--- config.mk ---
export PLATFORM = sky130hd
export DESIGN_NAME = rx_step_config
export DESIGN_NICKNAME = d
export VERILOG_FILES = /design/src/verilog/rx_step_pkg.sv /design/src/verilog/rx_step_config.sv
export VERILOG_INCLUDE_DIRS = /design/src /design/src/verilog
export SDC_FILE = /design/constraint.sdc
export NUM_CORES = 1
export LEC_CHECK = 0
export BUFFER_PORTS_ARGS = -buffer_cell sky130_fd_sc_hd__buf_2
export CORE_MARGIN = 4
export CORE_UTILIZATION = 52
export DETAILED_ROUTE_END_ITERATION = 6
export HOLD_SLACK_MARGIN = 0.06
export MAX_ROUTING_LAYER = met4
export PLACE_DENSITY = 0.7
export SLEW_MARGIN = 40
export SYNTH_ARGS = -nofsm -noshare
export SYNTH_HDL_FRONTEND = slang
export SYNTH_SLANG_ARGS = --single-unit
--- constraint.sdc ---
create_clock -name aclk -period 9.46 [get_ports aclk]
set_input_delay 2.365 -clock aclk [delete_from_list [all_inputs] [get_ports aclk]]
set_output_delay 2.365 -clock aclk [all_outputs]
set_load 0.005 [all_outputs]
--- src/verilog/rx_step_consts.svh ---
`ifndef RX_STEP_CONSTS_SVH
`define RX_STEP_CONSTS_SVH

// Register byte offsets on the AXI4-Lite slave.
`define RSF_OFF_PACKET 8'h00
`define RSF_OFF_CONTROL 8'h04
`define RSF_OFF_STATUS 8'h08
`define RSF_OFF_ADDR_EN 8'h0C
`define RSF_OFF_LAST_PKT 8'h10

// Control register fields.
`define RSF_CTL_ON 0
`define RSF_CTL_MANUAL 1
`define RSF_CTL_SEL_LO 2
`define RSF_CTL_SEL_HI 3

// Packet identifiers and field positions.
`define RSF_ID_SYNC3200 8'h16
`define RSF_ID_ON_FIRST 8'h17
`define RSF_ID_ON_LAST 8'h19
`define RSF_ID_SHUT1 8'h1A
`define RSF_ID_SHUT2 8'h1B
`define RSF_ID_FRAME_LO 8'h20
`define RSF_ID_FRAME_HI 8'h27
`define RSF_ID_ADDR_EN 8'h78
`define RSF_BIT_SE 23
`define RSF_BIT_LBC 19

// Setting slots: sync, three on settings, two shut-down steps.
`define RSF_SLOT_SYNC 3'h0
`define RSF_SLOT_ON0 3'h1
`define RSF_SLOT_SD1 3'h4
`define RSF_SLOT_SD2 3'h5
`define RSF_SLOTS 6

// Reset values.
`define RSF_RST_STEP 7'h01
`define RSF_RST_CLS 8'h00

// Timing.
`define RSF_TICK_US 625
`define RSF_CLK_MHZ 100
`define RSF_TICK_CYCLES (`RSF_TICK_US * `RSF_CLK_MHZ)
`define RSF_PKT_BITS 6'h20

`endif

--- src/verilog/rx_step_pkg.sv ---
package rx_step_pkg;

   typedef enum logic [2:0] {
      RX_OFF = 3'h0,
      RX_SYNC = 3'h1,
      RX_ON = 3'h3,
      RX_SHUT1 = 3'h2,
      RX_SHUT2 = 3'h6
   } rx_state_type;

endpackage : rx_step_pkg

--- src/verilog/rx_step_config.sv ---
// Local design decisions: the register addresses and the AXI4-Lite interface to the registers.
`timescale 1ns/1ps
`include "rx_step_consts.svh"
module rx_step_config #(
   parameter int TICK_CYCLES = `RSF_TICK_CYCLES
) (
   input wire logic aclk,
   input wire logic aresetn,
   input wire logic [7:0] s_axi_awaddr,
   input wire logic s_axi_awvalid,
   output logic s_axi_awready,
   input wire logic [31:0] s_axi_wdata,
   input wire logic [3:0] s_axi_wstrb,
   input wire logic s_axi_wvalid,
   output logic s_axi_wready,
   output logic [1:0] s_axi_bresp,
   output logic s_axi_bvalid,
   input wire logic s_axi_bready,
   input wire logic [7:0] s_axi_araddr,
   input wire logic s_axi_arvalid,
   output logic s_axi_arready,
   output logic [31:0] s_axi_rdata,
   output logic [1:0] s_axi_rresp,
   output logic s_axi_rvalid,
   input wire logic s_axi_rready,
   input wire logic link_clk,
   input wire logic link_sel_n,
   input wire logic link_data,
   input wire logic battery_low_input,
   input wire logic [6:0] frame_query,
   input wire logic [2:0] air_collapse,
   output logic [7:0] receiver_control_lines,
   output logic receiver_control_oe_n,
   output logic symbols_valid,
   output logic frame_is_assigned,
   output logic [15:0] address_word_enable
);

   ////////////////////////////////////////////////////////////////////////
   logic [3:0] sync1_q;
   logic [3:0] sync2_q;
   logic link_clk_prev_q;
   logic [31:0] shift_q;
   logic [5:0] bit_cnt_q;
   logic link_pkt_q;
   logic [31:0] pkt;
   logic [2:0] on_slot;
   logic pkt_valid;
   logic aw_full_q, w_full_q, aw_full_d, w_full_d;
   logic [7:0] awaddr_q;
   logic [31:0] wdata_q;
   logic [3:0] wstrb_q;
   logic do_write;
   logic [3:0] ctrl_q;
   logic [31:0] last_pkt_q;
   logic [7:0] line_setting_value [0:`RSF_SLOTS-1];
   logic battery_check_on_exit [0:`RSF_SLOTS-1];
   logic [6:0] step_duration [0:`RSF_SLOTS-1];
   logic [1:0] step_enable_flag;
   logic [127:0] frame_assigned_bits;
   logic manual_collapse_select;
   rx_step_pkg::rx_state_type state_q, state_d;
   logic on_prev_q;
   logic [16:0] tick_cnt_q;
   logic [6:0] step_cnt_q;
   logic tick_end, step_done, leaving;
   logic battery_low_q;

   assign manual_collapse_select = ctrl_q[`RSF_CTL_MANUAL];

   function automatic logic [2:0] slot_of(rx_step_pkg::rx_state_type s,
                                          logic [1:0] sel);
      case (s)
         rx_step_pkg::RX_SYNC: slot_of = `RSF_SLOT_SYNC;
         rx_step_pkg::RX_ON: slot_of = `RSF_SLOT_ON0 + {1'b0, sel};
         rx_step_pkg::RX_SHUT1: slot_of = `RSF_SLOT_SD1;
         rx_step_pkg::RX_SHUT2: slot_of = `RSF_SLOT_SD2;
         default: slot_of = `RSF_SLOT_SYNC;
      endcase
   endfunction : slot_of

   // Collapse c widens the match to every frame sharing the low c bits.
   function automatic logic frame_hit(logic [127:0] af, logic [6:0] f,
                                      logic [2:0] c, logic manual);
      logic [6:0] mask;
      logic hit;
      mask = 7'h7F;
      hit = 1'b0;
      if (!manual && c != 3'h7) begin
         mask = 7'((8'h01 << c) - 8'h01);
      end
      for (int j = 0; j < 128; j++) begin
         if (((7'(j) ^ f) & mask) == 7'h00 && af[j]) begin
            hit = 1'b1;
         end
      end
      frame_hit = hit;
   endfunction : frame_hit

   ////////////////////////////////////////////////////////////////////////
   // Pins pass two flops; only the second stage is read.
   always_ff @(posedge aclk) begin
      if (!aresetn) begin
         sync1_q <= 4'h0;
         sync2_q <= 4'h0;
      end else begin
         sync1_q <= {battery_low_input, link_data, link_sel_n, link_clk};
         sync2_q <= sync1_q;
      end
   end

   // Serial packets arrive MSB first, sampled on rising link clock.
   always_ff @(posedge aclk) begin
      if (!aresetn) begin
         link_clk_prev_q <= 1'b0;
         shift_q <= 32'h0000_0000;
         bit_cnt_q <= 6'h00;
         link_pkt_q <= 1'b0;
      end else begin
         link_clk_prev_q <= sync2_q[0];
         link_pkt_q <= 1'b0;
         if (sync2_q[1]) begin
            bit_cnt_q <= 6'h00;
         end else if (sync2_q[0] && !link_clk_prev_q) begin
            shift_q <= {shift_q[30:0], sync2_q[2]};
            if (bit_cnt_q == `RSF_PKT_BITS - 6'h01) begin
               bit_cnt_q <= 6'h00;
               link_pkt_q <= 1'b1;
            end else begin
               bit_cnt_q <= bit_cnt_q + 6'h01;
            end
         end
      end
   end

   ////////////////////////////////////////////////////////////////////////
   // A packet write over the bus waits while a link packet is delivered.
   assign do_write = aw_full_q && w_full_q && !s_axi_bvalid && !link_pkt_q;

   always_comb begin
      aw_full_d = aw_full_q;
      w_full_d = w_full_q;
      if (do_write) begin
         aw_full_d = 1'b0;
         w_full_d = 1'b0;
      end
      if (s_axi_awvalid && s_axi_awready) begin
         aw_full_d = 1'b1;
      end
      if (s_axi_wvalid && s_axi_wready) begin
         w_full_d = 1'b1;
      end
   end

   always_ff @(posedge aclk) begin
      if (!aresetn) begin
         aw_full_q <= 1'b0;
         w_full_q <= 1'b0;
         s_axi_awready <= 1'b0;
         s_axi_wready <= 1'b0;
         awaddr_q <= 8'h00;
         wdata_q <= 32'h0000_0000;
         wstrb_q <= 4'h0;
         s_axi_bvalid <= 1'b0;
         s_axi_bresp <= 2'h0;
         ctrl_q <= 4'h0;
      end else begin
         aw_full_q <= aw_full_d;
         w_full_q <= w_full_d;
         s_axi_awready <= !aw_full_d;
         s_axi_wready <= !w_full_d;
         if (s_axi_awvalid && s_axi_awready) begin
            awaddr_q <= s_axi_awaddr;
         end
         if (s_axi_wvalid && s_axi_wready) begin
            wdata_q <= s_axi_wdata;
            wstrb_q <= s_axi_wstrb;
         end
         if (do_write) begin
            s_axi_bvalid <= 1'b1;
            s_axi_bresp <= 2'h0;
            case (awaddr_q)
               `RSF_OFF_PACKET: ;
               `RSF_OFF_CONTROL: if (wstrb_q[0]) begin
                  ctrl_q <= wdata_q[3:0];
               end
               `RSF_OFF_STATUS, `RSF_OFF_ADDR_EN, `RSF_OFF_LAST_PKT: ;
               default: s_axi_bresp <= 2'h2;
            endcase
         end else if (s_axi_bready) begin
            s_axi_bvalid <= 1'b0;
         end
      end
   end

   assign pkt_valid = link_pkt_q ||
      (do_write && awaddr_q == `RSF_OFF_PACKET && wstrb_q == 4'hF);
   assign pkt = link_pkt_q ? shift_q : wdata_q;
   // On identifiers 0x17 to 0x19 land in slots one to three.
   assign on_slot = 3'(pkt[27:24] - 4'h6);

   always_ff @(posedge aclk) begin
      if (!aresetn) begin
         s_axi_arready <= 1'b0;
         s_axi_rvalid <= 1'b0;
         s_axi_rdata <= 32'h0000_0000;
         s_axi_rresp <= 2'h0;
      end else begin
         if (s_axi_arvalid && s_axi_arready) begin
            s_axi_arready <= 1'b0;
            s_axi_rvalid <= 1'b1;
            s_axi_rresp <= 2'h0;
            case (s_axi_araddr)
               `RSF_OFF_CONTROL: s_axi_rdata <= {28'h000_0000, ctrl_q};
               `RSF_OFF_STATUS: s_axi_rdata <= {27'h000_0000,
                  battery_low_q, symbols_valid, state_q};
               `RSF_OFF_ADDR_EN:
                  s_axi_rdata <= {16'h0000, address_word_enable};
               `RSF_OFF_LAST_PKT: s_axi_rdata <= last_pkt_q;
               `RSF_OFF_PACKET: s_axi_rdata <= 32'h0000_0000;
               default: begin
                  s_axi_rdata <= 32'h0000_0000;
                  s_axi_rresp <= 2'h2;
               end
            endcase
         end else if (s_axi_rvalid && s_axi_rready) begin
            s_axi_rvalid <= 1'b0;
            s_axi_arready <= 1'b1;
         end else if (!s_axi_rvalid) begin
            s_axi_arready <= 1'b1;
         end
      end
   end

   ////////////////////////////////////////////////////////////////////////
   always_ff @(posedge aclk) begin
      if (!aresetn) begin
         for (int i = 0; i < `RSF_SLOTS; i++) begin
            line_setting_value[i] <= `RSF_RST_CLS;
            battery_check_on_exit[i] <= 1'b0;
            step_duration[i] <= `RSF_RST_STEP;
         end
         step_enable_flag <= 2'h0;
         frame_assigned_bits <= 128'h0;
         address_word_enable <= 16'h0000;
         last_pkt_q <= 32'h0000_0000;
      end else if (pkt_valid) begin
         last_pkt_q <= pkt;
         if (pkt[31:24] == `RSF_ID_SYNC3200) begin
            line_setting_value[`RSF_SLOT_SYNC] <= pkt[15:8];
            battery_check_on_exit[`RSF_SLOT_SYNC] <= pkt[`RSF_BIT_LBC];
            step_duration[`RSF_SLOT_SYNC] <= pkt[6:0];
         end else if (pkt[31:24] >= `RSF_ID_ON_FIRST &&
                      pkt[31:24] <= `RSF_ID_ON_LAST) begin
            // On settings keep their step time at reset value.
            line_setting_value[on_slot] <= pkt[15:8];
            battery_check_on_exit[on_slot] <= pkt[`RSF_BIT_LBC];
         end else if (pkt[31:24] == `RSF_ID_SHUT1 ||
                      pkt[31:24] == `RSF_ID_SHUT2) begin
            // Bit 24 picks step one or two.
            line_setting_value[`RSF_SLOT_SD1 + {2'h0, pkt[24]}] <=
               pkt[15:8];
            battery_check_on_exit[`RSF_SLOT_SD1 + {2'h0, pkt[24]}] <=
               pkt[`RSF_BIT_LBC];
            step_duration[`RSF_SLOT_SD1 + {2'h0, pkt[24]}] <=
               {1'b0, pkt[5:0]};
            step_enable_flag[pkt[24]] <= pkt[`RSF_BIT_SE];
         end else if (pkt[31:24] >= `RSF_ID_FRAME_LO &&
                      pkt[31:24] <= `RSF_ID_FRAME_HI) begin
            // Code k holds frames 127-16k down to 112-16k.
            frame_assigned_bits[(7 - pkt[26:24]) * 16 +: 16] <= pkt[15:0];
         end else if (pkt[31:24] == `RSF_ID_ADDR_EN) begin
            // Bit n gates address word 128+n.
            address_word_enable <= pkt[15:0];
         end
      end
   end

   always_ff @(posedge aclk) begin
      if (!aresetn) begin
         frame_is_assigned <= 1'b0;
      end else begin
         frame_is_assigned <= frame_hit(frame_assigned_bits, frame_query,
            air_collapse, manual_collapse_select);
      end
   end

   ////////////////////////////////////////////////////////////////////////
   // A step of code 0 is treated as one tick.
   assign tick_end = tick_cnt_q == 17'(TICK_CYCLES - 1);
   assign step_done = tick_end && (step_cnt_q + 7'h01 >=
      step_duration[slot_of(state_q, ctrl_q[3:2])]);

   always_comb begin
      state_d = state_q;
      case (state_q)
         rx_step_pkg::RX_OFF: if (ctrl_q[`RSF_CTL_ON] && !on_prev_q) begin
            state_d = rx_step_pkg::RX_SYNC;
         end
         rx_step_pkg::RX_SYNC: if (step_done) begin
            state_d = rx_step_pkg::RX_ON;
         end
         rx_step_pkg::RX_ON: if (!ctrl_q[`RSF_CTL_ON]) begin
            state_d = step_enable_flag[0] ? rx_step_pkg::RX_SHUT1 :
               rx_step_pkg::RX_OFF;
         end
         rx_step_pkg::RX_SHUT1: if (step_done) begin
            state_d = step_enable_flag[1] ? rx_step_pkg::RX_SHUT2 :
               rx_step_pkg::RX_OFF;
         end
         rx_step_pkg::RX_SHUT2: if (step_done) begin
            state_d = rx_step_pkg::RX_OFF;
         end
         default: state_d = rx_step_pkg::RX_OFF;
      endcase
   end

   assign leaving = state_d != state_q && state_q != rx_step_pkg::RX_OFF;

   always_ff @(posedge aclk) begin
      if (!aresetn) begin
         state_q <= rx_step_pkg::RX_OFF;
         on_prev_q <= 1'b0;
         tick_cnt_q <= 17'h0_0000;
         step_cnt_q <= 7'h00;
      end else begin
         state_q <= state_d;
         on_prev_q <= ctrl_q[`RSF_CTL_ON];
         if (state_d != state_q || tick_end) begin
            tick_cnt_q <= 17'h0_0000;
         end else begin
            tick_cnt_q <= tick_cnt_q + 17'h0_0001;
         end
         if (state_d != state_q) begin
            step_cnt_q <= 7'h00;
         end else if (tick_end) begin
            step_cnt_q <= step_cnt_q + 7'h01;
         end
      end
   end

   always_ff @(posedge aclk) begin
      if (!aresetn) begin
         battery_low_q <= 1'b0;
      end else if (leaving &&
                   battery_check_on_exit[slot_of(state_q, ctrl_q[3:2])]) begin
         battery_low_q <= sync2_q[3];
      end
   end

   // Lines are released during reset and driven from then on.
   always_ff @(posedge aclk) begin
      if (!aresetn) begin
         receiver_control_lines <= 8'h00;
         receiver_control_oe_n <= 1'b1;
         symbols_valid <= 1'b0;
      end else begin
         receiver_control_oe_n <= 1'b0;
         receiver_control_lines <= state_d == rx_step_pkg::RX_OFF ? 8'h00 :
            line_setting_value[slot_of(state_d, ctrl_q[3:2])];
         symbols_valid <= state_d == rx_step_pkg::RX_ON;
      end
   end
endmodule : rx_step_config

==> flow_summary.yaml, run 1 <==
outcome:
  status: "finished, final reports clean"
synth:
  synthFlopType: "dfxtp_1"
  synthCells: 2108
  ys_seq_area_share_pct: 52.0
  mappedNetlistArea_sq_um: 19300
  avgSynthCellArea_sq_um: 9.18
  synth_seq_cells: 455
  synth_edf_count: 95
  yosysWarningCount: 0
  synth.distinct_cells: 84
  async_flop_share_pct: 0
power_and_ir_drop:
  clkPwrFrac_pct: 44.7
  power.internal_mw: 3.09
  power_density_nw_per_um2: 185
  combinationalPowerShare_pct: 5.3
  seqPwrFrac_pct: 49.9
  switching_share_pct: 23.5
  p_switching_mw: 0.952
  leakagePower_nw: 7.69
  ir_worst_vdd_uv: 139
layout:
  n_fill_cell: 3137
  fin_nets: 2267
  seqCellArea_sq_um: 10100
  diodes: 0
  mostFrequentLayoutCells: "359 x dfxtp_1, 294 x nor2_1, 251 x nand2_1"
  multiInputGateArea_sq_um: 8680
  drive_above_1_share_pct: 13.4
  syn2layout_area_growth_pct: 13.2
  final_common_cell: "dfxtp_1"
detailed_routing:
  postRouteWirelength_um: 53100
  routed_via_density: 5.96
  drt_pass1_iterations: 7
  wl_per_cell_um: 19.8
  vias: 15963
  drt-initial-drc-count: 1353
  drc: 0
  postRouteAntennaNets: 0
setup_path:
  critPathArrivalTime_ns: 5.61
  crit_fanout: 14
  startpoint_type: "input pin"
  path_class: "input pin to flop"
  slowest_stage: "o21bai_1"
  r2r_start: "state_q[0]"
  r2r_slack_ns: 4.52
  cp_top_family: "compound AO/OA/AOI/OAI gates"
  reg2regPathDepth: 15
  timing.critical_path.buf_inv: 1
  rr_endpoint: "receiver_control_lines[1]"
  crit_path_max_incr_delay_ns: 0.63
  end_kind: "flop"
  crit_required_ns: 9.96
  crit_chain: "buf_2 > or3_1 > ha_1 > nand2b_1 > o21bai_1 > o31a_1 > a22o_1 > nand2_1 > a41oi_1 > nor4_2 > o2111a_1 > a211oi_1"
placement:
  hpwl_um: 35200
  place_ws_ns: 3.76
  port_buffers: 138
  gp_congestion: 0.895
sta:
  period_needed_ns: 5.11
  slew_viol_final: 0
  clock-skew-final_ns: 0.0258
  setup_viol: 0
  max_freq_mhz: 196
  rsz0062_at_grt: "no"
  finalSetupTns_ns: 0
  period_share_pct: 54.0
  slew_headroom_pct: 42.7
  worstMarginPinSlew_ns: 0.860
  setup_ws_ns: 4.35
  hold_ws_ns: 0.429
  hold_viol: 0
hold_path:
  hp-start: "sync1_q[2]"
  hold_class: "flop to flop"
  holdPathEnd: "sync2_q[2]"
  whs_path_depth: 1
clock_network:
  htreeDepth: 2
  cts_buffer_depth: 3
  worstSkewPairLatency_ns: 0.60
  cts_tree: "built"
  cts_setup_buffers: 0
  root_buffer: "clkbuf_16"
  cts.sinks: 455
  cts.reportedPaths.clkPinSlew_ns: 0.06
  numCtsBuffers: 47
  post_cts_resized: 0
  holdBufCountCts: 0
global_route:
  antenna_found_initial: 0
  gr-total-overflow: 0
  grt_pass1_wl_um: 84100
  grt_max_degree: 98
  grtUsageTotal_pct: 26.3
  grt_pass1_vias: 15214
die:
  core-area_sq_um: 36700
  die_x_um: 201
  rows: 70
  dieArea_sq_um: 40400
  die-height_um: 201
  boundaryPins: 141
  initial_core_util_pct: 52.7
job:
  drv_cap: 0
area by class of cell:
class | count | area share, %
sequential | 455 | 45.9
multi-input combinational | 1475 | 39.6
clock buffer | 68 | 6.00
timing repair buffer | 175 | 4.49
tap | 468 | 2.67
clock inverter | 16 | 0.902
inverter | 20 | 0.377
power groups by stage:
stage | Sequential (mW) | Combinational [mW] | Clock [mW]
2_1_floorplan | 2.06 | 0.129 | 0
3_3_place_gp | 2.06 | 0.207 | 0
3_5_place_dp | 2.06 | 0.214 | 0
4_1_cts | 2.02 | 0.214 | 1.84
5_1_grt | 2.02 | 0.233 | 1.93
6_report | 2.02 | 0.216 | 1.81
metrics by stage:
stage               cells  utilization (%)  cell area (sq um)  power, mW
global placement     2592             55.3              20300       2.27
CTS                  2677             59.6              21900       4.07
detailed placement   2593             55.5              20400       2.28
finish               2677             59.7              21900       4.04
floorplan            2116                -              19400       2.19
global route         2677             59.7              21900       4.18
flip-flops by register name (all words and copies together) (netlist names), 17 cells and up:
name,cells
step_duration,28
frame_assigned_bits,128
shift_q,32
s_axi_rdata,32
last_pkt_q,32
tick_cnt_q,17
line_setting_value,64
wdata_q,32
cell usage after synthesis (4+ instances only):
master	n	area, sq um
dfxtp_1	360	7210
nor2_1	296	1110
nand2_1	259	972
a21oi_1	197	986
clkbuf_1	128	480
edfxtp_1	95	2850
nor3_1	92	460
mux2i_1	76	761
a211oi_1	71	533
nand3_1	36	180
a22oi_1	34	255
o21ai_0	33	165
or3_1	32	200
a22o_1	29	254
a221oi_1	22	193
buf_2	22	110
ha_1	20	250
inv_1	19	71.3
o22ai_1	19	119
and2_1	18	113
nand2b_1	17	106
xor2_1	17	149
a32o_1	16	160
xnor2_1	16	140
and3_1	13	81.3
a31oi_1	12	75.1
a222oi_1	9	90.1
nor2b_1	8	50.1
buf_1	7	26.3
o21a_1	7	52.6
o22a_1	7	61.3
nor3b_1	6	45.0
o31ai_1	6	45.0
a32oi_1	5	43.8
nor4b_1	5	43.8
a211o_1	4	35.0
a311oi_1	4	35.0
buf_4	4	30.0
nand4_1	4	25.0
or2_1	4	25.0
per-layer routing:
layer  track usage (%)  part of all wire [%]
met5                 -                     0
met4              8.24                   3.3
met3              4.62                   6.8
met2              42.3                    48
met1              34.2                    42
worst reg2reg max path, delay by kind of cell, from the launching register on:
family	cells	cell delay, ns
mux	1	0.39
flops	1	0.62
compound gates	10	2.99
fa+ha+maj	1	0.27
simple gates	3	0.60
worst max path at each step:
stage,cells past startpoint,slack [ns],from,end
floorplan,13,4.21,air_collapse[0],frame_is_assigned
global route,15,4.15,state_q[0],receiver_control_lines[1]
CTS,14,4.09,state_q[0],receiver_control_lines[0]
finish,12,4.35,air_collapse[1],frame_is_assigned
detailed placement,12,3.76,air_collapse[1],frame_is_assigned
global placement,12,3.49,air_collapse[0],frame_is_assigned
cell families (layout without fill, tap and decap cells):
family / Yosys count / count (layout) / synth area share (%)
buffers and inverters: 186 / 279 / 3.96
adder cells (fa/ha/maj): 20 / 20 / 1.29
flip-flops: 455 / 455 / 52.0
multiplexers: 82 / 82 / 4.46
AND/OR/NAND/NOR: 821 / 821 / 19.2
other: 2 / 10 / 0.0388
AO/OA/AOI/OAI: 509 / 509 / 17.6
XOR/XNOR: 33 / 33 / 1.49
Note: power is estimated with default switching activity, not from simulation.
==> run 2, diff against run 1 <==
PLACE_DENSITY = 0.73   (was 0.7)
clock period = 4.65 ns   (was 9.46 ns; I/O delays follow)
==> flow_summary.yaml, run 2 (synthesis gave the netlist of run 1 again) <==
clock_network:
  holdBufCountCts: 0
  worstSkewPairLatency_ns: 0.60
  htreeDepth: 2
  cts_setup_buffers: 0
  cts_tree: "built"
  cts.reportedPaths.clkPinSlew_ns: 0.06
  cts_buffer_depth: 3
  root_buffer: "clkbuf_16"
  cts.sinks: 455
  numCtsBuffers: 48
setup_path:
  startpoint_type: "flop"
  end_kind: "flop"
  crit_fanout: 16
  critPathArrivalTime_ns: 4.69
  crit_path_max_incr_delay_ns: 0.49
  crit_required_ns: 5.11
  crit_chain: "ha_1 > inv_1 > o21ai_0 > nand2_1 > nand2_1 > o22a_1 > ha_1 > nand2b_1 > a21o_1 > a21o_1 > a41oi_2 > o32ai_1 > o21a_1 > a32o_1 > a221oi_1 > o22ai_1"
  slowest_stage: "o21a_1"
  path_class: "flop to flop"
detailed_routing:
  drc: 2
  drt_pass1_iterations: 7
  postRouteAntennaNets: 0
  drt-initial-drc-count: 1488
  wl_per_cell_um: 20.3
  postRouteWirelength_um: 55100
  vias: 16263
  routed_via_density: 6.00
global_route:
  antenna_found_initial: 0
  grt_max_degree: 201
  gr-total-overflow: 0
  top_usage_layer: "met2"
  grt_pass1_vias: 15391
  grtUsageMet3_pct: 5.27
  use_met1_pct: 35.8
  grt_pass1_wl_um: 85900
  grt_util_met2_pct: 42.1
  grtUsageTotal_pct: 27.2
sta:
  period_needed_ns: 4.23
  period_share_pct: 91.0
  max_freq_mhz: 236
  slew_headroom_pct: 43.6
  clock-skew-final_ns: 0.0186
  worstMarginPinSlew_ns: 0.846
  rsz0062_at_grt: "no"
  finalSetupTns_ns: 0
  setup_ws_ns: 0.420
  slew_viol_final: 0
  setup_viol: 0
  hold_viol: 0
layout:
  top_regs: "frame_assigned_bits: 128 flops, line_setting_value: 64 flops"
  mostFrequentLayoutCells: "359 x dfxtp_1, 296 x nor2_1, 252 x nand2_1"
  multiInputGateArea_sq_um: 8640
  fin_nets: 2297
  layout.cells.non_filler: 2711
  fin_area_sq_um: 22200
  diodes: 0
  largest_register_ff_count: 128
  final_core_util_pct: 60.5
  final_common_cell: "dfxtp_1"
  n_fill_cell: 3171
  syn2layout_area_growth_pct: 14.8
  seqCellArea_sq_um: 10100
  drive_above_1_share_pct: 14.3
  top_register: "frame_assigned_bits"
hold_path:
  hold_class: "flop to flop"
placement:
  dpl_cell_area_sq_um: 20500
  gp_congestion: 0.972
  port_buffers: 138
  hpwl_um: 36600
  dp_cells: 2621
  place_ws_ns: 0.255
die:
  core-area_sq_um: 36700
  boundaryPins: 141
  initial_core_util_pct: 52.7
  die-height_um: 201
  die_x_um: 201
  rows: 70
  dieArea_sq_um: 40400
job:
  drv_cap: 0
power_and_ir_drop:
  power_density_nw_per_um2: 382
  ir_worst_vdd_uv: 279
  leakagePower_nw: 7.90
outcome:
  violations: "design-rule violations"
  status: "finished, violations left"
==> run 2: layer usage <==
layer | share of wire [%] | routed length [um]
met1 | 43 | 23400
met2 | 46 | 25500
met3 | 7.4 | 4060
met4 | 3.8 | 2120
met5 | 0 | 0
==> run 2: layout make-up <==
type                            count  share of cell area [%]
Tap cell                          468                    2.64
Inverter                           20                   0.372
Clock buffer                       73                    6.29
Multi-Input combinational cell   1475                    38.9
Timing Repair Buffer              204                    5.49
Sequential cell                   455                    45.3
Clock inverter                     16                   0.975
==> run 2: path summary, 6_finish.rpt <==
| check | cells past startpoint | from | slack [ns] | to |
|---|---|---|---|---|
| max reg2reg | 16 | ctrl_q[2] | 0.42 | receiver_control_lines[4] |
| min | 1 | sync1_q[0] | 0.43 | sync2_q[0] |
| min reg2reg | 1 | sync1_q[0] | 0.43 | sync2_q[0] |
| max | 16 | ctrl_q[2] | 0.42 | receiver_control_lines[4] |
==> run 2: metrics by stage <==
stage	total power, mW	hold slack [ns]
after floorplan	4.45	0.412
after global placement	4.63	0.420
after detailed placement	4.64	0.420
after CTS	8.52	0.430
after global routing	8.74	0.454
final	8.47	0.428
==> run 2: what timing repair did <==
action	in CTS	in global routing
endpoints found under the setup margin	0	25
resized for setup	0	2
endpoints found under the hold margin	0	0
==> run 2: report_power, final <==
| group | total (mW) | switching (mW) | internal (mW) |
|---|---|---|---|
| clock | 3.90 | 1.60 | 2.31 |
| sequential | 4.11 | 0.0344 | 4.08 |
| combinational | 0.456 | 0.325 | 0.132 |
| total | 8.47 | 1.96 | 6.52 |
==> run 2: critical path, delay by kind of cell, from the launching register on <==
| family | cells | cell delay (ns) |
|---|---|---|
| simple gates | 3 | 0.62 |
| fa+ha+maj | 2 | 0.52 |
| compound gates | 10 | 2.48 |
| buf+inv | 1 | 0.06 |
| flops | 1 | 0.38 |
